**config.mk**
```make
export PLATFORM = sky130hd
export DESIGN_NAME = adcs_sequencer
export DESIGN_NICKNAME = d
export VERILOG_FILES = /design/src/adcs_pkg.sv /design/src/adcs_clock_divider.sv /design/src/adcs_sequencer.sv
export SDC_FILE = /design/constraint.sdc
export NUM_CORES = 1
export LEC_CHECK = 0
export ABC_AREA = 1
export ABC_CLOCK_PERIOD_IN_PS = 4200
export BUFFER_PORTS_ARGS = -buffer_cell sky130_fd_sc_hd__buf_2
export CAP_MARGIN = 20
export CORE_ASPECT_RATIO = 1.5
export CORE_MARGIN = 2
export CORE_UTILIZATION = 45
export DETAILED_ROUTE_END_ITERATION = 16
export GPL_TIMING_DRIVEN = 0
export PLACE_DENSITY = 0.77
export SLEW_MARGIN = 15
export SYNTH_ARGS = -nofsm -noshare
export SYNTH_HDL_FRONTEND = slang
export SYNTH_SLANG_ARGS = --single-unit
```
**constraint.sdc**
```tcl
create_clock -name clk -period 4.2 [get_ports clk]
set_clock_uncertainty 0.05 [all_clocks]
set_input_delay 0.42 -clock clk [delete_from_list [all_inputs] [get_ports clk]]
set_output_delay 0.42 -clock clk [all_outputs]
set_load 0.01 [all_outputs]
```
**src/adcs_pkg.sv**
```systemverilog
// package: register map, field positions and constants of the converter sequencer
package adcs_pkg;
  // ------------------------------------------------------------
  // register byte offsets on the apb bus
  // ------------------------------------------------------------
  localparam logic [7:0] ADDR_CONTROL_0 = 8'h00; // start, busy, enable, format, channel
  localparam logic [7:0] ADDR_CONTROL_1 = 8'h04; // source, reference, clock divider
  localparam logic [7:0] ADDR_RESULT_HIGH = 8'h08; // result_high_byte, read only
  localparam logic [7:0] ADDR_RESULT_LOW = 8'h0C; // result_low_byte, read only
  localparam logic [7:0] ADDR_IRQ_STATUS = 8'h10; // sticky events, write one to clear
  localparam logic [7:0] ADDR_IRQ_MASK = 8'h14; // interrupt enables

  // ------------------------------------------------------------
  // control 0 field positions
  // ------------------------------------------------------------
  localparam int BIT_START = 7;
  localparam int BIT_BUSY = 6;
  localparam int BIT_ENABLE = 5;
  localparam int BIT_JUSTIFY = 4;
  // control 1 field positions
  localparam int POS_SOURCE = 5;
  localparam int POS_REFERENCE = 3;
  localparam int POS_CLKDIV = 0;

  // ------------------------------------------------------------
  // reset values and codes
  // ------------------------------------------------------------
  localparam logic [7:0] RESET_CONTROL_0 = 8'h00;
  localparam logic [7:0] RESET_CONTROL_1 = 8'h00;
  localparam logic [11:0] RESET_RESULT = 12'h000;
  localparam logic [3:0] CHAN_LAST_EXT = 4'h5; // codes above float
  localparam logic [2:0] SRC_OVERCURRENT = 3'h1;
  localparam logic [2:0] SRC_DCDC = 3'h2;
  localparam logic [1:0] REF_SUPPLY = 2'h1;

  // ------------------------------------------------------------
  // conversion timing in converter clocks
  // ------------------------------------------------------------
  localparam logic [4:0] SAMPLE_CLOCKS = 5'h04;
  localparam logic [4:0] CONVERT_CLOCKS = 5'h0C;
  localparam logic [4:0] TOTAL_CLOCKS = 5'h10;
  localparam int IRQ_BIT_DONE = 0; // conversion complete event

  typedef enum logic [1:0] {
    ADCS_IDLE,
    ADCS_ARMED,
    ADCS_SAMPLE,
    ADCS_CONVERT
  } adcs_state_t;
endpackage

```
**src/adcs_clock_divider.sv**
```systemverilog
// module: converter clock enable generator, divides the system clock
`timescale 1ns/10ps
`default_nettype none
module adcs_clock_divider
  import adcs_pkg::*;
(
  input wire logic clk,
  input wire logic rst_n,
  input wire logic run,
  input wire logic [2:0] divSel,
  output logic tick
);
  // --------------------------------------------------------------
  // state
  // --------------------------------------------------------------
  typedef struct packed {
    logic [6:0] count; // cycles since last tick
    logic tick;        // one system cycle per converter clock
  } adcs_div_t;

  adcs_div_t cur;
  adcs_div_t next_cur;

  // terminal count 2^sel - 1 for divide by 1..128
  function automatic logic [6:0] lastCount(input logic [2:0] sel);
    lastCount = 7'((8'h01 << sel) - 8'h01);
  endfunction

  // next-state: count restarts whenever run is low, phase is aligned
  always_comb begin
    next_cur = cur;
    next_cur.tick = 1'b0;
    if (!run) begin
      next_cur.count = 7'h00;
    end else if (cur.count >= lastCount(divSel)) begin
      next_cur.count = 7'h00;
      next_cur.tick = 1'b1;
    end else begin
      next_cur.count = 7'(cur.count + 7'h01);
    end
  end

  // register
  always_ff @(posedge clk or negedge rst_n) begin
    if (!rst_n) begin
      cur <= '0;
    end else begin
      cur <= next_cur;
    end
  end

  assign tick = cur.tick;
endmodule
`default_nettype wire

```
**src/adcs_sequencer.sv**
```systemverilog
// module: converter control sequencer with apb registers and interrupt
`timescale 1ns/10ps
`default_nettype none
// Notes on behaviour
// - start rise resets, fall begins conversion
// - start held high never converts
// - busy read only, set during conversion
// - completion sets flag, enabled raises irq
// - enable powers core; disabled results read zero
// - format bit picks left or right justify
// - unused result bits read zero
// - channel codes 0-5 connect, others float
// - source 001 overcurrent, 010 dcdc, else external
// - reference code 01 supply, else reference pin
// - clock divide by two power of select
// - sixteen clocks: four sample, twelve convert
module adcs_sequencer
  import adcs_pkg::*;
(
  input wire logic clk,
  input wire logic rst_n,
  // apb slave
  input wire logic psel,
  input wire logic penable,
  input wire logic pwrite,
  input wire logic [7:0] paddr,
  input wire logic [31:0] pwdata,
  output logic [31:0] prdata,
  output logic pready,
  output logic pslverr,
  // analog core side
  input wire logic [11:0] coreResult,
  output logic corePowerOn,
  output logic coreReset,
  output logic coreSample,
  output logic coreConvert,
  output logic coreClockTick,
  output logic [5:0] extChannelConnect,
  output logic selOvercurrent,
  output logic selDcdc,
  output logic selSupplyRef,
  // interrupt
  output logic irq
);
  // --------------------------------------------------------------
  // state
  // --------------------------------------------------------------
  typedef struct packed {
    logic startBit;          // start bit as written
    logic enable;            // converter_enable
    logic justify;           // result_justify_sel
    logic [3:0] channel;     // ext_channel_sel
    logic [7:0] control1;    // source, reference, divider
    logic busy;              // conv_busy_flag
    adcs_state_t phase;      // sequencer phase
    logic [4:0] clocks;      // converter clocks in this phase
    logic [11:0] result;     // captured conversion result
    logic irqStatus;         // sticky completion event
    logic irqMask;           // completion interrupt enable
    logic coreReset;         // one-cycle reset pulse to core
    logic [31:0] rdata;      // registered read data
  } adcs_regs_t;

  adcs_regs_t cur;
  adcs_regs_t next_cur;
  logic tick;                // one converter clock elapsed
  logic [2:0] divSel;        // clock divider select field
  logic [2:0] srcSel;        // input source field
  logic [1:0] refSel;        // reference field
  logic wrEn;                // apb write strobe
  logic rdEn;                // apb read strobe
  logic wrStart;             // start bit value being written
  logic doneEvent;           // conversion finishes this cycle
  logic [15:0] resPair;      // justified high:low result pair

  // --------------------------------------------------------------
  // field decode
  // --------------------------------------------------------------
  assign divSel = cur.control1[POS_CLKDIV +: 3];
  assign srcSel = cur.control1[POS_SOURCE +: 3];
  assign refSel = cur.control1[POS_REFERENCE +: 2];
  // zero-wait slave: every access completes in its first access cycle
  assign wrEn = psel && penable && pwrite;
  assign rdEn = psel && penable && !pwrite;
  assign wrStart = pwdata[BIT_START];

  // justify result into a 16-bit high:low pair, unused bits zero
  function automatic logic [15:0] packResult(input logic [11:0] r,
                                             input logic rightJust,
                                             input logic on);
    if (!on) begin
      packResult = 16'h0000;
    end else if (rightJust) begin
      packResult = {4'h0, r};
    end else begin
      packResult = {r, 4'h0};
    end
  endfunction

  // --------------------------------------------------------------
  // converter clock
  // --------------------------------------------------------------
  // divider only runs while a conversion is active, so the first
  // converter clock is a full period after the start falls
  adcs_clock_divider uDivider (
    .clk(clk),
    .rst_n(rst_n),
    .run(cur.phase == ADCS_SAMPLE || cur.phase == ADCS_CONVERT),
    .divSel(divSel),
    .tick(tick)
  );

  // one shared copy, a select on a call result is not portable
  assign resPair = packResult(cur.result, cur.justify, cur.enable);

  assign doneEvent = tick && cur.phase == ADCS_CONVERT &&
                     cur.clocks == CONVERT_CLOCKS - 5'h01;

  // --------------------------------------------------------------
  // next-state logic
  // --------------------------------------------------------------
  always_comb begin
    next_cur = cur;
    next_cur.coreReset = 1'b0;
    next_cur.rdata = 32'h0000_0000;

    // sequencer phases
    unique case (cur.phase)
      ADCS_IDLE, ADCS_ARMED: begin
        next_cur.clocks = 5'h00;
      end
      ADCS_SAMPLE: begin
        if (tick) begin
          if (cur.clocks == SAMPLE_CLOCKS - 5'h01) begin
            next_cur.phase = ADCS_CONVERT;
            next_cur.clocks = 5'h00;
          end else begin
            next_cur.clocks = 5'(cur.clocks + 5'h01);
          end
        end
      end
      ADCS_CONVERT: begin
        if (tick) begin
          if (doneEvent) begin
            next_cur.phase = ADCS_IDLE;
            next_cur.busy = 1'b0;
            next_cur.result = coreResult;
            next_cur.clocks = 5'h00;
          end else begin
            next_cur.clocks = 5'(cur.clocks + 5'h01);
          end
        end
      end
    endcase

    // completion sets the sticky flag; set beats a same-cycle clear
    if (wrEn && paddr == ADDR_IRQ_STATUS && pwdata[IRQ_BIT_DONE]) begin
      next_cur.irqStatus = 1'b0;
    end
    if (doneEvent) begin
      next_cur.irqStatus = 1'b1;
    end

    // register writes
    if (wrEn) begin
      unique case (paddr)
        ADDR_CONTROL_0: begin
          next_cur.startBit = wrStart;
          next_cur.enable = pwdata[BIT_ENABLE];
          next_cur.justify = pwdata[BIT_JUSTIFY];
          next_cur.channel = pwdata[3:0];
          // rising start: reset core, abort, clear busy
          if (wrStart && !cur.startBit) begin
            next_cur.coreReset = 1'b1;
            next_cur.busy = 1'b0;
            next_cur.phase = ADCS_ARMED;
            next_cur.clocks = 5'h00;
          end
          // falling start after a rise: begin conversion
          if (!wrStart && cur.startBit && cur.phase == ADCS_ARMED &&
              pwdata[BIT_ENABLE]) begin
            next_cur.busy = 1'b1;
            next_cur.phase = ADCS_SAMPLE;
          end
        end
        ADDR_CONTROL_1: begin
          next_cur.control1 = pwdata[7:0];
        end
        ADDR_IRQ_MASK: begin
          next_cur.irqMask = pwdata[IRQ_BIT_DONE];
        end
        default: begin
          next_cur.control1 = cur.control1;
        end
      endcase
    end

    // disabling stops any conversion and clears the results
    if (!next_cur.enable) begin
      next_cur.result = RESET_RESULT;
      next_cur.busy = 1'b0;
      if (next_cur.phase != ADCS_ARMED) begin
        next_cur.phase = ADCS_IDLE;
      end
    end

    // register reads, captured in the access cycle
    if (rdEn) begin
      unique case (paddr)
        ADDR_CONTROL_0: begin
          next_cur.rdata = {24'h00_0000, cur.startBit, cur.busy,
                            cur.enable, cur.justify, cur.channel};
        end
        ADDR_CONTROL_1: begin
          next_cur.rdata = {24'h00_0000, cur.control1};
        end
        ADDR_RESULT_HIGH: begin
          next_cur.rdata = {24'h00_0000, resPair[15:8]};
        end
        ADDR_RESULT_LOW: begin
          next_cur.rdata = {24'h00_0000, resPair[7:0]};
        end
        ADDR_IRQ_STATUS: begin
          next_cur.rdata = {31'h0000_0000, cur.irqStatus};
        end
        ADDR_IRQ_MASK: begin
          next_cur.rdata = {31'h0000_0000, cur.irqMask};
        end
        default: begin
          next_cur.rdata = 32'h0000_0000; // unmapped reads zero
        end
      endcase
    end
  end

  // --------------------------------------------------------------
  // state register
  // --------------------------------------------------------------
  always_ff @(posedge clk or negedge rst_n) begin
    if (!rst_n) begin
      cur <= '0;
    end else begin
      cur <= next_cur;
    end
  end

  // --------------------------------------------------------------
  // outputs
  // --------------------------------------------------------------
  // read data is combinational from state so it is valid in the
  // same access cycle that pready is high
  always_comb begin
    unique case (paddr)
      ADDR_CONTROL_0: prdata = {24'h00_0000, cur.startBit, cur.busy,
                                cur.enable, cur.justify, cur.channel};
      ADDR_CONTROL_1: prdata = {24'h00_0000, cur.control1};
      ADDR_RESULT_HIGH: prdata = {24'h00_0000, resPair[15:8]};
      ADDR_RESULT_LOW: prdata = {24'h00_0000, resPair[7:0]};
      ADDR_IRQ_STATUS: prdata = {31'h0000_0000, cur.irqStatus};
      ADDR_IRQ_MASK: prdata = {31'h0000_0000, cur.irqMask};
      default: prdata = 32'h0000_0000;
    endcase
  end

  assign pready = 1'b1;
  // unmapped addresses answer with an error
  assign pslverr = psel && penable &&
                   !(paddr == ADDR_CONTROL_0 || paddr == ADDR_CONTROL_1 ||
                     paddr == ADDR_RESULT_HIGH || paddr == ADDR_RESULT_LOW ||
                     paddr == ADDR_IRQ_STATUS || paddr == ADDR_IRQ_MASK);

  assign irq = cur.irqStatus && cur.irqMask;
  assign corePowerOn = cur.enable;
  assign coreReset = cur.coreReset;
  assign coreSample = cur.phase == ADCS_SAMPLE;
  assign coreConvert = cur.phase == ADCS_CONVERT;
  assign coreClockTick = tick;

  // analog input routing
  always_comb begin
    extChannelConnect = 6'h00;
    if (cur.channel <= CHAN_LAST_EXT) begin
      extChannelConnect[cur.channel[2:0]] = 1'b1;
    end
  end
  assign selOvercurrent = srcSel == SRC_OVERCURRENT;
  assign selDcdc = srcSel == SRC_DCDC;
  assign selSupplyRef = refSel == REF_SUPPLY;
endmodule
`default_nettype wire

```
==> flow_summary.ini, run 1 <==
[run_status]
status = completed

[clock_network]
cts_tree = done
clockBufferDepth = 2
cts_sinks = 46
insertion_delay_ns = 0.31
cts-root-buf = clkbuf_8
cts_resized = 0
cts_hold_buf = 0
numCtsBuffers = 5
clk_pin_slew_worst_paths_ns = 0.09
post_cts_buffers = 0
cts_htree_levels = 2

[timing]
final.min_clock_period_ns = 2.58
slew_viol_final = 0
setup-violations-final = 0
worst_pin_slew_ns = 0.573
slew_headroom_pct = 61.8
fin_ws_ns = 1.62
tns_ns = 0
fmax_ghz = 0.388
min_period_over_period_pct = 61.4
rsz0062_at_grt = no
hold_viol = 0

[final_layout]
antenna_cells = 0
layout-drive-gt1-share_pct = 20.8
final_cell_mix = nand2_1, buf_2, nor2_1, dfrtp_1, nand3_1
final_nets = 586
area_delta_synth_final_pct = 18.2
final_common_cell = nand2_1

[worst_setup_path]
start_kind = flop
worstPathRequired_ns = 4.38
cp_max_fo = 7
worstSetupStartpoint = cur[57]
reg2reg_from = cur[57]
crit_type = flop to flop
arrival_ns = 2.76
endpoint_kind = flop

[place]
place_congestion = 0.895
numPortBuffers = 56
place_hpwl_microns = 6070
pre_cts_ws_ns = 1.63

[synthesis]
synthArstFlopShare_pct = 100
synth_mux_area_share_pct = 0
synth-xor-area-share_pct = 2.01
syn_inst = 433
yosys.area_share.simple_pct = 33.8
synthAdderAreaFrac_pct = 4.10
synth_cell_types = 27
syn_area_sq_um = 3060
ys.flop_type = dfrtp_1
synth-compound-area-share_pct = 9.17
yosys_warnings = 0
synth_edf_count = 0
ys_ff_latch = 46
ys_seq_area_share_pct = 37.7
synth_top_family_by_area = simple AND/OR/NAND/NOR gates
syn-mean-instance-area_sq_um = 7.06

[floorplanning]
die_x_microns = 71.3
io_pins = 106
rows = 36
coreArea_sq_um = 6530
fp.dieArea_sq_um = 7480
start_util_pct = 46.8
die_h_microns = 105

[global_route]
grt.total_usage_pct = 21.9
grt_pass1_wl_microns = 13300
grt_max_degree = 47
antenna_found_initial = 0
overflow = 0
first_global_vias = 3022

[hold_path]
hp-class = input port to async pin

[drt]
via_per_inst = 5.00
drcViolationCount = 0
wire_per_inst_microns = 12.7
drt-pass1-iter-count = 4
drt_iter0_markers = 179
dr_total_vias = 2979
wl_microns = 7560
ant_nets = 0

[pwr]
irDropWorstVdd_mv = 0.183
power_per_cell_area_nw_per_um2 = 226
leakagePower_uw = 0.00182

[job]
maxCapViolCount = 0
[cell type report]
type / count / area [sq um]
Inverter: 39 / 146
Clock buffer: 7 / 86.3
Fill cell: 653 / 2920
Sequential cell: 46 / 1150
Timing Repair Buffer: 56 / 283
Buffer: 36 / 251
Clock inverter: 1 / 5.00
Multi-Input combinational cell: 335 / 1590
Tap cell: 76 / 95.1
[cells by family after synthesis]
family | count (synthesis)
AND/OR/NAND/NOR | 238
buffers and inverters | 75
AO/OA/AOI/OAI | 55
flip-flops | 46
adder cells (fa/ha/maj) | 10
XOR/XNOR | 7
other | 2
[Yosys cell counts, types with 2 or more instances]
cell type | n | area [sq um]
nand3b_1 | 2 | 15.0
nor3_1 | 9 | 45.0
a21oi_1 | 34 | 170
nand3_1 | 41 | 205
xor2_1 | 5 | 43.8
nand2_1 | 117 | 439
or2_2 | 3 | 18.8
nor2_1 | 47 | 176
o21ai_0 | 19 | 95.1
conb_1 | 2 | 7.51
nor2_4 | 2 | 22.5
ha_1 | 10 | 125
buf_2 | 6 | 30.0
inv_2 | 2 | 7.51
clkbuf_1 | 3 | 11.3
inv_1 | 36 | 135
dfrtp_1 | 46 | 1150
nand2_2 | 3 | 18.8
buf_6 | 2 | 22.5
buf_4 | 25 | 188
nand4_1 | 12 | 75.1
xnor2_1 | 2 | 17.5
[metal layers]
metal / vias to the layer above / global-route usage (%) / part of all wire [%]
li1: 1521 / - / -
met1: 1347 / 25.5 / 40
met2: 90 / 38.5 / 51
met3: 21 / 3.28 / 5.2
met4: 0 / 10.2 / 3.5
met5: - / 0 / 0
[registers in the layout (all words and copies together) (netlist names)]
| register | flops |
|---|---|
| corePowerOn | 1 |
| coreReset | 1 |
| cur | 36 |
| uDivider.cur | 7 |
| uDivider.tick | 1 |
[critical path, stage by stage (launching register included)]
cell,delay [ns]
dfrtp_1,0.46
inv_1,0.22
nand3_1,0.11
ha_1,0.25
o21ai_0,0.14
o21ai_0,0.14
o211ai_1,0.10
ha_1,0.28
a21oi_1,0.17
o21a_1,0.16
nand4_1,0.23
nor2_1,0.20
[through the flow]
step                cells  util [%]  total power, uW  hold slack (ns)  area (sq um)
floorplan             456         -              504           0.0744          3140
global placement      588      53.9              538            0.433          3520
detailed placement    588      53.9              539            0.438          3520
CTS                   596      55.2              826            0.271          3610
global route          596      55.3              849            0.105          3610
finish                596      55.3              818           0.0508          3610
[where the power goes]
group	leakage (uW)	internal (uW)	total, uW	switching [uW]
combinational	0.00119	34.1	81.3	47.1
sequential	0.000581	446	449	3.72
clock	0.0000482	133	287	154
total	0.00182	613	818	205
[final timing paths]
check / slack, ns / depth (start not counted) / end
worst max register to register: 1.62 / 11 / uDivider.cur[6]
worst min register to register: 0.46 / 1 / uDivider.cur[1]
worst min-delay path: 0.05 / 1 / cur[48]
worst max-delay path: 1.62 / 11 / uDivider.cur[6]
max in group asynchronous: 3.66 / 1 / cur[45]
min in group clk: 0.27 / 3 / cur[61]
Power figures use the tool's default switching activity.
==> run 2, diff against run 1 <==
--- a/config.mk
+++ b/config.mk
@@ -6,7 +6,7 @@
 export NUM_CORES = 1
 export LEC_CHECK = 0
 export ABC_AREA = 1
-export ABC_CLOCK_PERIOD_IN_PS = 4200
+export ABC_CLOCK_PERIOD_IN_PS = 2400
 export BUFFER_PORTS_ARGS = -buffer_cell sky130_fd_sc_hd__buf_2
 export CAP_MARGIN = 20
 export CORE_ASPECT_RATIO = 1.5
==> constraint.sdc (replaced) <==
create_clock -name clk -period 2.4 [get_ports clk]
set_clock_uncertainty 0.05 [all_clocks]
set_input_delay 0.24 -clock clk [delete_from_list [all_inputs] [get_ports clk]]
set_output_delay 0.24 -clock clk [all_outputs]
set_load 0.01 [all_outputs]
==> run 2 against run 1 <==
Compared with the run above:
- global-route usage about the same
- register-to-register slack got worse by 1.5 ns
- largest power group unchanged
- critical path depth increased by 1
- flip-flop and latch count unchanged
- hold slack improved by 0.044 ns
- power increased by 75%
==> flow_summary.ini, run 2 (synthesis results as in run 1) <==
[run_status]
status = completed

[pwr]
power_per_cell_area_nw_per_um2 = 391
total_power_uw = 1430
irDropWorstVdd_mv = 0.319
leakagePower_uw = 0.00184

[final_layout]
antenna_cells = 0
final_nets = 591
regMostFlops = cur
biggestRegsByFlops = cur x36, uDivider.cur x7
layout-drive-gt1-share_pct = 22.5
final_area_sq_um = 3660
final_util_pct = 56.1
final_cell_mix = nand2_1, buf_2, nor2_1, dfrtp_1, nand3_1
layout.cells.non_filler = 601
largest_reg_flops = 36
area_delta_synth_final_pct = 19.9
final_common_cell = nand2_1

[place]
place_area_sq_um = 3520
place_hpwl_microns = 6070
place_congestion = 0.895
numPortBuffers = 56
place_inst = 588

[floorplanning]
start_util_pct = 46.8
coreArea_sq_um = 6530
rows = 36
io_pins = 106
die_x_microns = 71.3
die_h_microns = 105
fp.dieArea_sq_um = 7480

[clock_network]
clk_pin_slew_worst_paths_ns = 0.09
clockBufferDepth = 2
numCtsBuffers = 5
insertion_delay_ns = 0.30
cts_tree = done
cts_htree_levels = 2
cts-root-buf = clkbuf_8
cts_sinks = 46

[drt]
drt-pass1-iter-count = 4
wire_per_inst_microns = 12.7
drt_iter0_markers = 168
wl_met1_microns = 3070
via_per_inst = 4.97
routed.top_layer = met4
ant_nets = 0
route.met2.wl_microns = 3900
drcViolationCount = 0
wl_microns = 7610
route.met3.wl_microns = 419
dr_total_vias = 2988

[worst_setup_path]
cpMaxStageDelayCell = dfrtp_2
cp_max_fo = 7
cpPeakStageDelay_ns = 0.46
start_kind = flop
crit_chain = inv_1 -> nand3_1 -> ha_2 -> o21ai_2 -> o21ai_1 -> o211ai_1 -> ha_1 -> a21oi_1 -> o21a_1 -> nand4_1 -> buf_4 -> nor2_1
r2r_slack_ns = 0.15
worstPathRequired_ns = 2.59
arrival_ns = 2.44
endpoint_kind = flop
crit_type = flop to flop

[global_route]
grt_pass1_wl_microns = 13300
grt.total_usage_pct = 21.9
grt_max_degree = 47
antenna_found_initial = 0
first_global_vias = 3050
overflow = 0

[timing]
fmax_ghz = 0.444
min_period_over_period_pct = 93.9
final.min_clock_period_ns = 2.25
slew_viol_final = 0
hold_viol = 0
worst_pin_slew_ns = 0.577
slew_headroom_pct = 61.6
setup-violations-final = 0

[hold_path]
hp-class = input port to flop

[job]
maxCapViolCount = 0
==> run 2: what timing repair did <==
item | in CTS | in global routing
hold endpoints to repair | 0 | 46
pin swaps | 0 | 0
hold buffers | 0 | 1
endpoints found under the setup margin | 7 | 8
cloned | 0 | 0
gates resized for setup | 3 | 6
buffers inserted | 1 | 3
==> run 2: worst paths after layout <==
path                            startpoint         endpoint  depth (start not counted)
hold reg to reg            uDivider.cur[1]  uDivider.cur[1]                          1
min in group asynchronous            rst_n          cur[48]                          2
hold / removal                   pwdata[6]          cur[61]                          3
max in group asynchronous            rst_n          cur[57]                          2
setup reg to reg                   cur[56]  uDivider.cur[6]                         12
setup / recovery                   cur[56]  uDivider.cur[6]                         12
==> run 2: metal layers <==
metal	vias up	global-route usage, %
met5	-	0
met4	0	10.4
met3	15	3.28
met2	94	38.8
met1	1346	25.3
li1	1533	-
==> run 2: power breakdown <==
group	internal (uW)	switching [uW]	leakage (uW)	total, uW
registers	780	6.28	0.000581	786
clock network	233	266	0.0000482	499
logic	62.8	84.3	0.00121	147
==> run 2: area by class of cell <==
class,count,area (sq um)
Sequential cell,46,1150
Multi-Input combinational cell,335,1600
Clock inverter,1,5.00
Inverter,39,149
Buffer,36,251
Tap cell,76,95.1
Timing Repair Buffer,61,323
Clock buffer,7,86.3
Fill cell,652,2870
==> run 2: critical path: cells and delay by family (launching register included) <==
kind	cells	cell delay, ns
adder cells (fa/ha/maj)	2	0.50
flip-flops	1	0.46
AO/OA/AOI/OAI	5	0.59
AND/OR/NAND/NOR	3	0.29
buffers and inverters	2	0.30
==> run 2: metrics by stage <==
step           hold WS [ns]  TNS (ns)  setup WS, ns
4_1_cts              0.0907         0        0.0112
3_3_place_gp          0.396    -0.573       -0.0904
5_1_grt               0.106  -0.00679      -0.00679
2_1_floorplan        -0.106         0         0.248
3_5_place_dp          0.424     -1.04        -0.173
6_report             0.0947         0         0.146
